**config.mk**
```make
export PLATFORM = sky130hd
export DESIGN_NAME = audio_serial_tx_status_flags
export DESIGN_NICKNAME = d
export VERILOG_FILES = /design/src/design/aud_tx_pkg.sv /design/src/design/audio_serial_tx_status_flags.sv /design/src/design/link_edge_sync.sv /design/src/design/tx_word_mem.sv
export VERILOG_INCLUDE_DIRS = /design/src /design/src/design
export SDC_FILE = /design/constraint.sdc
export NUM_CORES = 1
export LEC_CHECK = 0
export BUFFER_PORTS_ARGS = -buffer_cell sky130_fd_sc_hd__clkbuf_2
export CORE_MARGIN = 2
export CORE_UTILIZATION = 35
export DETAILED_ROUTE_END_ITERATION = 10
export GPL_ROUTABILITY_DRIVEN = 0
export PLACE_DENSITY = 0.61
export SETUP_SLACK_MARGIN = 0.15
export SYNTH_ARGS = -nofsm -noshare
export SYNTH_HDL_FRONTEND = slang
export SYNTH_HIERARCHICAL = 1
export SYNTH_SLANG_ARGS = --single-unit
```
**constraint.sdc**
```tcl
create_clock -name clk_i -period 4.4 [get_ports clk_i]
set_clock_uncertainty 0.05 [all_clocks]
set_input_delay 0.22 -clock clk_i [delete_from_list [all_inputs] [get_ports clk_i]]
set_output_delay 0.22 -clock clk_i [all_outputs]
set_load 0.01 [all_outputs]
```
**src/design/aud_tx_cfg.svh**
```systemverilog
// Offsets, field positions, reset values and limits of the audio transmit
// status block. Assumes a 32-bit classic Wishbone bus with byte addresses.
// Contract
// - Busy flag bit 21 rises on first shift load, falls when all shifted out
// - Bit 20 is high exactly when the transmit queue holds no words
// - Bit 19 is high exactly when the transmit queue holds eight words
// - Bit 18 is set while word count is at or below the limit field
// - Bit 18 clears only after a data write lifts the count above limit
// - Bit 17 sets on a data write to a full queue; write 1 clears it
// - Bit 16 sets when the shifter fetches from an empty queue; write 1 clears
// - Bit 12 is high exactly when the receive queue holds no words
// - Bits 31:28 report the transmit word count in binary, zero to eight
// - Interrupt requested when overrun enable and overrun flag are both one
`ifndef AUD_TX_CFG_SVH
`define AUD_TX_CFG_SVH

// ----------------------------------------
// Register offsets
// ----------------------------------------
`define OFS_CTRL 8'h00
`define OFS_TXDATA 8'h04
`define OFS_EVENT 8'h08
`define OFS_STATUS 8'h0c
`define OFS_MASK 8'h10

// ----------------------------------------
// Field positions
// ----------------------------------------
`define STS_CNT_LSB 28
`define STS_BUSY 21
`define STS_EMPTY 20
`define STS_FULL 19
`define STS_LOW 18
`define STS_OVR 17
`define STS_STV 16
`define STS_RX_QUEUE_EMPTY 12
`define CTRL_EN 4
`define CTRL_OVRIE 9
`define EVT_OVR 0
`define EVT_STV 1
`define EVT_LOW 2
`define EVT_DONE 3

// ----------------------------------------
// Reset values and limits
// ----------------------------------------
`define LIMIT_RST 3'h0
`define MASK_RST 4'h0
`define TX_DEPTH 4'h8
`define LAST_BIT 5'h1f

`endif

```
**src/design/aud_tx_pkg.sv**
```systemverilog
// Types shared by the audio transmit status block.
// Assumes nothing beyond a SystemVerilog tool.
package aud_tx_pkg;
	// Shifter states
	typedef enum logic {SH_IDLE, SH_RUN} shift_state_e;
	typedef logic [3:0] word_count_t;
	typedef logic [2:0] ptr_t;
endpackage

```
**src/design/audio_serial_tx_status_flags.sv**
```systemverilog
// Transmit queue, serial shifter and status flags of an audio serial port.
// Assumes a classic Wishbone master and a bit clock arriving on a pin.
//
// The implementer's own choices: the Wishbone interface to the registers and the register addresses.
`timescale 1ns/1ps
`include "aud_tx_cfg.svh"
module audio_serial_tx_status_flags import aud_tx_pkg::*; (
	input wire logic clk_i,
	input wire logic rst_i,
	input wire logic wb_cyc_i,
	input wire logic wb_stb_i,
	input wire logic wb_we_i,
	input wire logic [7:0] wb_adr_i,
	input wire logic [3:0] wb_sel_i,
	input wire logic [31:0] wb_dat_i,
	output logic [31:0] wb_dat_o,
	output logic wb_ack_o,
	input wire logic [3:0] rx_word_count_i,
	input wire logic link_bclk_i,
	output logic link_sd_o,
	output logic link_ws_o,
	output logic irq_o
);
	// ----------------------------------------
	// Declarations
	// ----------------------------------------
	function automatic logic hit(input logic [7:0] adr, input logic [7:0] ofs);
		hit = (adr[7:2] == ofs[7:2]);
	endfunction

	logic ack_reg;
	logic [31:0] rdat_reg;
	logic [31:0] rmux;
	logic req;
	logic acc;
	logic wr_acc;
	logic rd_acc;
	logic [2:0] limit_reg;
	logic enable_reg;
	logic ovr_ie_reg;
	logic [3:0] mask_reg;
	logic [3:0] evt_reg;
	logic [3:0] evt_set;
	logic irq_reg;
	word_count_t count_reg;
	word_count_t count_next;
	ptr_t wr_ptr_reg;
	ptr_t rd_ptr_reg;
	logic [31:0] mem_rdata;
	logic push;
	logic push_ok;
	logic pop;
	logic tx_queue_empty;
	logic tx_queue_full;
	logic tx_level_low_flag;
	logic tx_overrun_flag;
	logic tx_starve_flag;
	logic tx_shift_active;
	logic rx_queue_empty;
	logic sts_wr;
	logic bclk_fall;
	shift_state_e state_reg;
	logic [4:0] bit_reg;
	logic [31:0] shreg;
	logic fetch_try;
	logic starve;

	// ----------------------------------------
	// Wishbone slave
	// ----------------------------------------
	// Access completes at the edge where ack is high
	assign req = wb_cyc_i & wb_stb_i;
	assign acc = req & ack_reg;
	assign wr_acc = acc & wb_we_i;
	assign rd_acc = acc & ~wb_we_i;
	assign wb_ack_o = ack_reg;
	assign wb_dat_o = rdat_reg;

	// Ack one cycle after the request, dropped next cycle
	always_ff @(posedge clk_i) begin
		if (rst_i) begin
			ack_reg <= 1'b0;
		end else begin
			ack_reg <= req & ~ack_reg;
		end
	end

	// Read data captured with the ack
	always_ff @(posedge clk_i) begin
		if (rst_i) begin
			rdat_reg <= 32'h0;
		end else if (req & ~ack_reg & ~wb_we_i) begin
			rdat_reg <= rmux;
		end
	end

	// Read mux, unmapped offsets read zero; reserved bits zero
	always_comb begin
		rmux = 32'h0;
		if (hit(wb_adr_i, `OFS_CTRL)) begin
			rmux[2:0] = limit_reg;
			rmux[`CTRL_EN] = enable_reg;
			rmux[`CTRL_OVRIE] = ovr_ie_reg;
		end else if (hit(wb_adr_i, `OFS_EVENT)) begin
			rmux[3:0] = evt_reg;
		end else if (hit(wb_adr_i, `OFS_MASK)) begin
			rmux[3:0] = mask_reg;
		end else if (hit(wb_adr_i, `OFS_STATUS)) begin
			rmux[31:28] = count_reg;
			rmux[`STS_BUSY] = tx_shift_active;
			rmux[`STS_EMPTY] = tx_queue_empty;
			rmux[`STS_FULL] = tx_queue_full;
			rmux[`STS_LOW] = tx_level_low_flag;
			rmux[`STS_OVR] = tx_overrun_flag;
			rmux[`STS_STV] = tx_starve_flag;
			rmux[`STS_RX_QUEUE_EMPTY] = rx_queue_empty;
		end
	end

	// ----------------------------------------
	// Control registers
	// ----------------------------------------
	// Limit, enable, overrun interrupt enable and event mask
	always_ff @(posedge clk_i) begin
		if (rst_i) begin
			limit_reg <= `LIMIT_RST;
			enable_reg <= 1'b0;
			ovr_ie_reg <= 1'b0;
			mask_reg <= `MASK_RST;
		end else if (wr_acc) begin
			if (hit(wb_adr_i, `OFS_CTRL) && wb_sel_i[0]) begin
				limit_reg <= wb_dat_i[2:0];
				enable_reg <= wb_dat_i[`CTRL_EN];
			end
			if (hit(wb_adr_i, `OFS_CTRL) && wb_sel_i[1]) begin
				ovr_ie_reg <= wb_dat_i[`CTRL_OVRIE];
			end
			if (hit(wb_adr_i, `OFS_MASK) && wb_sel_i[0]) begin
				mask_reg <= wb_dat_i[3:0];
			end
		end
	end

	// ----------------------------------------
	// Transmit queue
	// ----------------------------------------
	// Push on data write, pop on shifter fetch
	assign push = wr_acc & hit(wb_adr_i, `OFS_TXDATA) & (|wb_sel_i);
	assign push_ok = push & ~tx_queue_full;
	assign tx_queue_empty = (count_reg == 4'h0);
	assign tx_queue_full = (count_reg == `TX_DEPTH);
	assign count_next = count_reg + {3'h0, push_ok} - {3'h0, pop};

	// Word count and pointers
	always_ff @(posedge clk_i) begin
		if (rst_i) begin
			count_reg <= 4'h0;
			wr_ptr_reg <= 3'h0;
			rd_ptr_reg <= 3'h0;
		end else begin
			count_reg <= count_next;
			if (push_ok) begin
				wr_ptr_reg <= wr_ptr_reg + 3'h1;
			end
			if (pop) begin
				rd_ptr_reg <= rd_ptr_reg + 3'h1;
			end
		end
	end

	tx_word_mem u_mem (
		.clk_i(clk_i),
		.we_i(push_ok),
		.waddr_i(wr_ptr_reg),
		.wdata_i(wb_dat_i),
		.raddr_i(rd_ptr_reg),
		.rdata_o(mem_rdata)
	);

	// ----------------------------------------
	// Serial shifter
	// ----------------------------------------
	link_edge_sync u_sync (
		.clk_i(clk_i),
		.rst_i(rst_i),
		.pin_i(link_bclk_i),
		.fall_o(bclk_fall)
	);

	// Fetch at start of stream or at end of each word
	assign fetch_try = bclk_fall & enable_reg
		& ((state_reg == SH_IDLE) ? ~tx_queue_empty : (bit_reg == `LAST_BIT));
	assign pop = fetch_try & ~tx_queue_empty;
	assign starve = fetch_try & tx_queue_empty;
	assign tx_shift_active = (state_reg == SH_RUN);
	assign link_sd_o = shreg[31];
	assign link_ws_o = bit_reg[4];

	// Shift out on falling link clock edges
	always_ff @(posedge clk_i) begin
		if (rst_i) begin
			state_reg <= SH_IDLE;
			bit_reg <= 5'h0;
			shreg <= 32'h0;
		end else if (pop) begin
			state_reg <= SH_RUN;
			bit_reg <= 5'h0;
			shreg <= mem_rdata;
		end else if (bclk_fall && state_reg == SH_RUN) begin
			if (bit_reg == `LAST_BIT) begin
				state_reg <= SH_IDLE;
				bit_reg <= 5'h0;
				shreg <= 32'h0;
			end else begin
				bit_reg <= bit_reg + 5'h1;
				shreg <= {shreg[30:0], 1'b0};
			end
		end
	end

	// ----------------------------------------
	// Status flags
	// ----------------------------------------
	assign rx_queue_empty = (rx_word_count_i == 4'h0);
	assign sts_wr = wr_acc & hit(wb_adr_i, `OFS_STATUS) & wb_sel_i[2];

	// Threshold flag, cleared only by a lifting data write
	always_ff @(posedge clk_i) begin
		if (rst_i) begin
			tx_level_low_flag <= 1'b1;
		end else if (count_next <= {1'b0, limit_reg}) begin
			tx_level_low_flag <= 1'b1;
		end else if (push_ok) begin
			tx_level_low_flag <= 1'b0;
		end
	end

	// Sticky errors, a set beats a write-one clear
	always_ff @(posedge clk_i) begin
		if (rst_i) begin
			tx_overrun_flag <= 1'b0;
			tx_starve_flag <= 1'b0;
		end else begin
			tx_overrun_flag <= (push & tx_queue_full)
				| (tx_overrun_flag & ~(sts_wr & wb_dat_i[`STS_OVR]));
			tx_starve_flag <= starve
				| (tx_starve_flag & ~(sts_wr & wb_dat_i[`STS_STV]));
		end
	end

	// ----------------------------------------
	// Interrupts
	// ----------------------------------------
	assign irq_o = irq_reg;
	always_comb begin
		evt_set = 4'h0;
		evt_set[`EVT_OVR] = push & tx_queue_full;
		evt_set[`EVT_STV] = starve;
		evt_set[`EVT_LOW] = ~tx_level_low_flag & (count_next <= {1'b0, limit_reg});
		evt_set[`EVT_DONE] = tx_shift_active & bclk_fall & (bit_reg == `LAST_BIT) & ~pop;
	end

	// Read clears only the bits it returned; later events survive
	always_ff @(posedge clk_i) begin
		if (rst_i) begin
			evt_reg <= 4'h0;
		end else if (rd_acc && hit(wb_adr_i, `OFS_EVENT)) begin
			evt_reg <= (evt_reg & ~rdat_reg[3:0]) | evt_set;
		end else begin
			evt_reg <= evt_reg | evt_set;
		end
	end

	// Level interrupt output
	always_ff @(posedge clk_i) begin
		if (rst_i) begin
			irq_reg <= 1'b0;
		end else begin
			irq_reg <= (|(evt_reg & mask_reg)) | (ovr_ie_reg & tx_overrun_flag);
		end
	end
endmodule // audio_serial_tx_status_flags

```
**src/design/link_edge_sync.sv**
```systemverilog
// Two-flop synchroniser and edge finder for the link bit clock.
// Assumes the link clock is far slower than clk_i.
`timescale 1ns/1ps
module link_edge_sync (
	input wire logic clk_i,
	input wire logic rst_i,
	input wire logic pin_i,
	output logic fall_o
);
	logic meta_reg;
	logic sync_reg;
	logic last_reg;

	// Only sync_reg reads meta_reg
	always_ff @(posedge clk_i) begin
		if (rst_i) begin
			// Start at the idle high level of the bit clock, so no false edge
			meta_reg <= 1'b1;
			sync_reg <= 1'b1;
			last_reg <= 1'b1;
			fall_o <= 1'b0;
		end else begin
			meta_reg <= pin_i;
			sync_reg <= meta_reg;
			last_reg <= sync_reg;
			fall_o <= last_reg & ~sync_reg;
		end
	end
endmodule // link_edge_sync

```
**src/design/tx_word_mem.sv**
```systemverilog
// Eight-word transmit store with registered read data.
// Assumes one writer and one reader on clk_i.
`timescale 1ns/1ps
module tx_word_mem import aud_tx_pkg::*; (
	input wire logic clk_i,
	input wire logic we_i,
	input wire ptr_t waddr_i,
	input wire logic [31:0] wdata_i,
	input wire ptr_t raddr_i,
	output logic [31:0] rdata_o
);
	logic [31:0] mem [0:7];

	// Write port
	always_ff @(posedge clk_i) begin
		if (we_i) begin
			mem[waddr_i] <= wdata_i;
		end
	end

	// Read with bypass so a fresh word is seen next cycle
	always_ff @(posedge clk_i) begin
		if (we_i && waddr_i == raddr_i) begin
			rdata_o <= wdata_i;
		end else begin
			rdata_o <= mem[raddr_i];
		end
	end
endmodule // tx_word_mem

```
* After elaboration in Yosys (flattened, before gate mapping)
Memory sizes are Yosys's and may differ from the RTL's. A register that Yosys moved wholly into a read port is not among the register bits. Index checks and enable logic that the tools add are counted.
Word-level totals: flip-flop bits (word level) 87, bits in latches 0, memory bits (writable) 256, bits in read-only memories 0, logic and storage cells 124, memories kept 1
Operators by class: add/subtract/negate cells 5, $mul 0, divide/modulo/power cells 0, $lt $le $gt $ge 1, equal/unequal tests 6, shift operators 0, muxes and demuxes 29, bitwise logic cells 43, reduce and logical (&&, ||, !) cells 18
Memories:
- u_mem.mem | words 8, width 32, read ports 1, clocked after memory_dff 1, write ports 1, line tx_word_mem.sv:12 | logic [31:0] mem [0:7];
Operators with widths (number):
- $mux 32 | 3
- $mux 4 | 7
- $and 1x1->1 | 26
- $mux 6 | 4
- $mux 1 | 13
- $eq 6x2->1 const B | 2
- $not 1->1 | 9
- $and 4x4->4 | 2
- $logic_not 4->1 | 2
- $or 4x4->4 | 2
- $reduce_and 2->1 | 4
- $reduce_or 4->1 | 2
- $add 3x1->3 const B | 2
- $eq 6x1->1 const B | 1
- $eq 6x3->1 const B | 1
- $logic_not 6->1 | 1
- $add 5x1->5 const B | 1
- $eq 5x5->1 const B | 1
- $logic_and 1x1->1 | 5
- $mux 5 | 1
- $add 4x1->4 | 1
- $eq 4x4->1 const B | 1
- $le 4x3->1 | 1
- $not 4->4 | 1
- 5 further kinds | 9

* Logic depth before layout (Yosys ltp)
depth in word-level cells 12, gate-level depth with buffers 15, gate-level depth less buffers 14

* Hierarchy
Netlist, hierarchy kept.
Modules (own cells, without submodules):
- tx_word_mem | times used 1, cells an instance 386, area an instance 9885.7 µm², sequential area each 7747.4 µm²
- audio_serial_tx_status_flags | times used 1, cells an instance 400, area an instance 3747.3 µm², sequential area each 1661.6 µm²
- link_edge_sync | times used 1, cells an instance 8, area an instance 106.4 µm², sequential area each 80.1 µm²

* Least setup slack after synthesis
OpenSTA, ideal clock, no wires.
path type input -> register, start input port wb_adr_i[4], end memory u_mem.mem[0][0] (enable), library setup time 0.461 ns, arrival time 3.369 ns, slack 0.520 ns, stages 6, path buffers 1, path through buf_2 > nor4_1 > nand4_1 > nor2_1 > nand2b_1 > nor3_1
Between the ends: longest elaborated chain between the ends 6
RTL lines:
- from (decl) | line audio_serial_tx_status_flags.sv:13 | input wire logic [7:0] wb_adr_i,
- $eq 6x1->1 | line audio_serial_tx_status_flags.sv:28 | hit = (adr[7:2] == ofs[7:2]);
- $and 1x1->1 (2 in a row) | line audio_serial_tx_status_flags.sv:148 | assign push = wr_acc & hit(wb_adr_i, `OFS_TXDATA) & (|wb_sel_i);
- $and 1x1->1 | line audio_serial_tx_status_flags.sv:149 | assign push_ok = push & ~tx_queue_full;
- net push_ok | line audio_serial_tx_status_flags.sv:51 | logic push_ok;
- $mux 1 | line tx_word_mem.sv:16 | if (we_i) begin
- $mux 1 (not written as such) | line tx_word_mem.sv:17 | mem[waddr_i] <= wdata_i;
- to (decl) | line tx_word_mem.sv:12
The timed path passes the listed nets, and every way through them passes these cells.

* Worst setup path in the final report
start register bit_reg[0], end register tx_level_low_flag
Between the ends: longest elaborated chain between the ends 7
RTL lines:
- from (decl) | line audio_serial_tx_status_flags.sv:63 | logic [4:0] bit_reg;
- from (signal assigned) | line audio_serial_tx_status_flags.sv:215 | bit_reg <= bit_reg + 5'h1;
- $eq 5x5->1 (no source line)
- $mux 1 | line audio_serial_tx_status_flags.sv:192 | & ((state_reg == SH_IDLE) ? ~tx_queue_empty : (bit_reg == `LAST_BIT));
- $and 1x1->1 | line audio_serial_tx_status_flags.sv:191 | assign fetch_try = bclk_fall & enable_reg
- $and 1x1->1 | line audio_serial_tx_status_flags.sv:193 | assign pop = fetch_try & ~tx_queue_empty;
- $sub 4x1->4 | line audio_serial_tx_status_flags.sv:152 | assign count_next = count_reg + {3'h0, push_ok} - {3'h0, pop};
- net count_next[2] | line audio_serial_tx_status_flags.sv:46 | word_count_t count_next;
- $le 4x3->1 | line audio_serial_tx_status_flags.sv:231 | end else if (count_next <= {1'b0, limit_reg}) begin
- $reduce_or 2->1 (no source line)
- to (signal assigned) | line audio_serial_tx_status_flags.sv:230 | tx_level_low_flag <= 1'b1;
- to (signal assigned) | line audio_serial_tx_status_flags.sv:232 | tx_level_low_flag <= 1'b1;
- to (signal assigned) | line audio_serial_tx_status_flags.sv:234 | tx_level_low_flag <= 1'b0;
- to (decl) | line audio_serial_tx_status_flags.sv:55 | logic tx_level_low_flag;
The timed path passes the listed nets, and every way through them passes these cells. A chain may end at the register's enable or synchronous reset.

==> results.yml <==
final_layout:
  layout_common_cells: "edfxtp_1 (256), dfxtp_1 (87), clkbuf_2 (72), mux4_1 (40), clkbuf_16 (37)"
  stdcell_count: 1457
  syn2layout_area_growth_pct: 17.8
  final_common_cell: "edfxtp_1"
  nets: 977
  n_fill_cell: 3501
  top_register: "u_mem/mem"
  antenna_cells: 0
  drive_gt1_share_pct: 23.2
  largest_register_ff_count: 256
worst_setup_path:
  cp_slowest_cell: "nor3b_2"
  cp_data_required_time_ns: 4.75
  slowest_delay_ns: 0.41
  cp_common_cell: "ha_1"
  path_cells: "ha_1, and3_1, ha_1, nand2b_1, nor3b_2, xnor2_1, ha_1, fa_1, xor2_1, ha_1, nand2_1, o21ai_0, nand2_1, a221o_1"
  start_kind: "flip-flop"
  critical_path_class: "flip-flop to flip-flop"
  crit_arrival_ns: 4.04
  crit_path_end_kind: "flip-flop"
  cp_max_fo: 8
floorplanning:
  die_area_mm2: 0.0409
  die_height_um: 202
  start_util_pct: 35.5
  design.core.area_mm2: 0.0387
  die_x_um: 202
  io_pins: 90
  rows: 72
clocking:
  clk_path_buf_depth: 3
  cts-resized-gates: 0
  root_buffer: "clkbuf_16"
  postCtsHoldBufs: 30
  cts_made_buffers: 37
  clk_pin_slew_ns: 0.06
  htreeDepth: 2
  clkSinkCount: 346
  worst_skew_pair.late_latency_ns: 0.52
  tritoncts: "built"
  post_cts_buffers: 0
timing:
  min_period_ns: 3.68
  fin_tns_setup_ns: 0
  maxSlewHeadroom_pct: 29.1
  hold_viol: 0
  fmax_ghz: 0.272
  worst_pin_slew_ns: 1.06
  grt_setup_unrepaired: "false"
  fin_hold_ws_ns: 0.0187
  drv_slew: 0
  setup-violations-final: 0
  fin_crit_sh_pct: 83.7
logic_synthesis:
  synth_ff_type: "edfxtp_1"
  yosys.area.top_type: "edfxtp_1"
  syn-cell-area_mm2: 0.0137
  syn_inst: 794
  ys_seq_area_share_pct: 69.1
  synthTopCellsByArea: "edfxtp_1 (56%), dfxtp_1 (13%), mux4_1 (7.6%), mux4_2 (3.9%), mux2_2 (2.6%)"
  synth_cell_type_count: 55
  ys_async_sr_fraction_pct: 0
  synth_top_area_share_pct: 56.0
  ys_seq_elements: 346
  synth_edf_count: 256
  ys_warn_count: 6
  syn_area_per_cell_um2: 17.3
placed_design:
  dp_hpwl_mm: 15.5
  port_buffers: 72
  dp.cells: 1359
grt:
  grtUsageMet2_pct: 22.0
  grtUsageMet3_pct: 2.50
  use_met1_pct: 19.1
  grt_overflow_total: 0
  first_global_vias: 7376
  grt_usage_pct: 13.6
  grt_pass1_wl_mm: 42.8
  top_usage_layer: "met2"
  antenna_found_initial: 0
  grt_max_degree: 65
drt:
  first_iter_violations: 549
  wl_per_cell_um: 18.9
  post-route-drc-count: 0
  ant_nets: 0
  via_per_inst: 5.01
  vias: 7300
  totalWireLength_mm: 27.6
  firstDrtPassIters: 6
power:
  p_leak_nw: 5.47
  peakVddDrop_mv: 0.252
  pwr_density_cell_mw_per_mm2: 413
run_status:
  status: "completed"
worst_hold_path:
  hp-class: "input port to flip-flop"
job:
  maxCapViolations: 0
## layout make-up
class | instances | area (um^2) | share of cell area, %
Timing Repair Buffer | 118 | 781 | 4.82
Multi-Input combinational cell | 389 | 3980 | 24.6
Inverter | 18 | 67.6 | 0.417
Tap cell | 518 | 648 | 4.00
Clock inverter | 20 | 224 | 1.38
Sequential cell | 346 | 9500 | 58.6
Clock buffer | 48 | 997 | 6.16
## cell usage after synthesis, types with 5 or more instances
cell type and instances:
nand2_1 22, nor2b_1 5, clkbuf_1 20, mux4_2 24, mux2i_1 10, a221o_1 32, edfxtp_1 256, mux4_1 40
dfxtp_1 90, nand3_1 8, nand2b_1 9, buf_1 5, a21oi_1 22, mux2_2 32, buf_6 7, ha_1 12
or4_1 5, buf_4 15, nor2_1 41, inv_1 18, and2_1 31, nor3_1 6, a22oi_1 11, nand4_1 6
buf_2 8
## metal layers
layer / share of wire (%) / vias up / wire length, um
li1: - / 3385 / -
met5: 0 / - / 0
met4: 1.6 / 0 / 431
met2: 46 / 186 / 12700
met3: 5.3 / 35 / 1460
met1: 47 / 3694 / 13000
## power by group
group          switching [mW]  internal [mW]  total, mW
combinational          0.0757         0.0412      0.117
clock                    1.22           1.85       3.07
sequential            0.00119           3.50       3.50
total                    1.30           5.39       6.69
## critical path, delay by kind of cell, from the launching register on
| kind | cells | cell delay, ns |
|---|---|---|
| flip-flops | 1 | 0.37 |
| AO/OA/AOI/OAI | 2 | 0.48 |
| adder cells (fa/ha/maj) | 5 | 1.46 |
| XOR/XNOR | 2 | 0.33 |
| AND/OR/NAND/NOR | 5 | 0.91 |
## per-stage QoR
stage / area (um^2) / worst slack (ns) / util (%) / total power [mW]
final: 16200 / 0.719 / 41.8 / 6.69
after CTS: 16200 / 0.681 / 41.8 / 6.77
after floorplan: 13800 / 0.520 / - / 3.61
after global routing: 16200 / 0.371 / 41.8 / 6.92
after global placement: 14700 / 0.811 / 37.9 / 3.66
after detailed placement: 14700 / 0.689 / 37.9 / 3.66
## kinds of logic after synthesis
family	synth area share, %
AOI/OAI and AO/OA	4.98
buffers and inverters	2.86
adders and majority gates	1.24
and+or+nand+nor	6.58
muxes	14.9
xor gates and xnor gates	0.319
other	0.0273
DFF	69.1
## path summary, 6_finish.rpt
| check | from | to | slack, ns | cells after the start |
|---|---|---|---|---|
| hold / removal | wb_dat_i[0] | u_mem/mem[7][0]$_DFFE_PP_ | 0.02 | 1 |
| setup / recovery | bit_reg[0]$_SDFFE_PP0P_ | tx_level_low_flag$_SDFFE_PP1P_ | 0.72 | 14 |
| setup reg to reg | bit_reg[0]$_SDFFE_PP0P_ | tx_level_low_flag$_SDFFE_PP1P_ | 0.72 | 14 |
| hold reg to reg | rd_ptr_reg[2]$_SDFFE_PP0P_ | flip-flop | 0.32 | 0 |
Power figures use the tool's default switching activity.
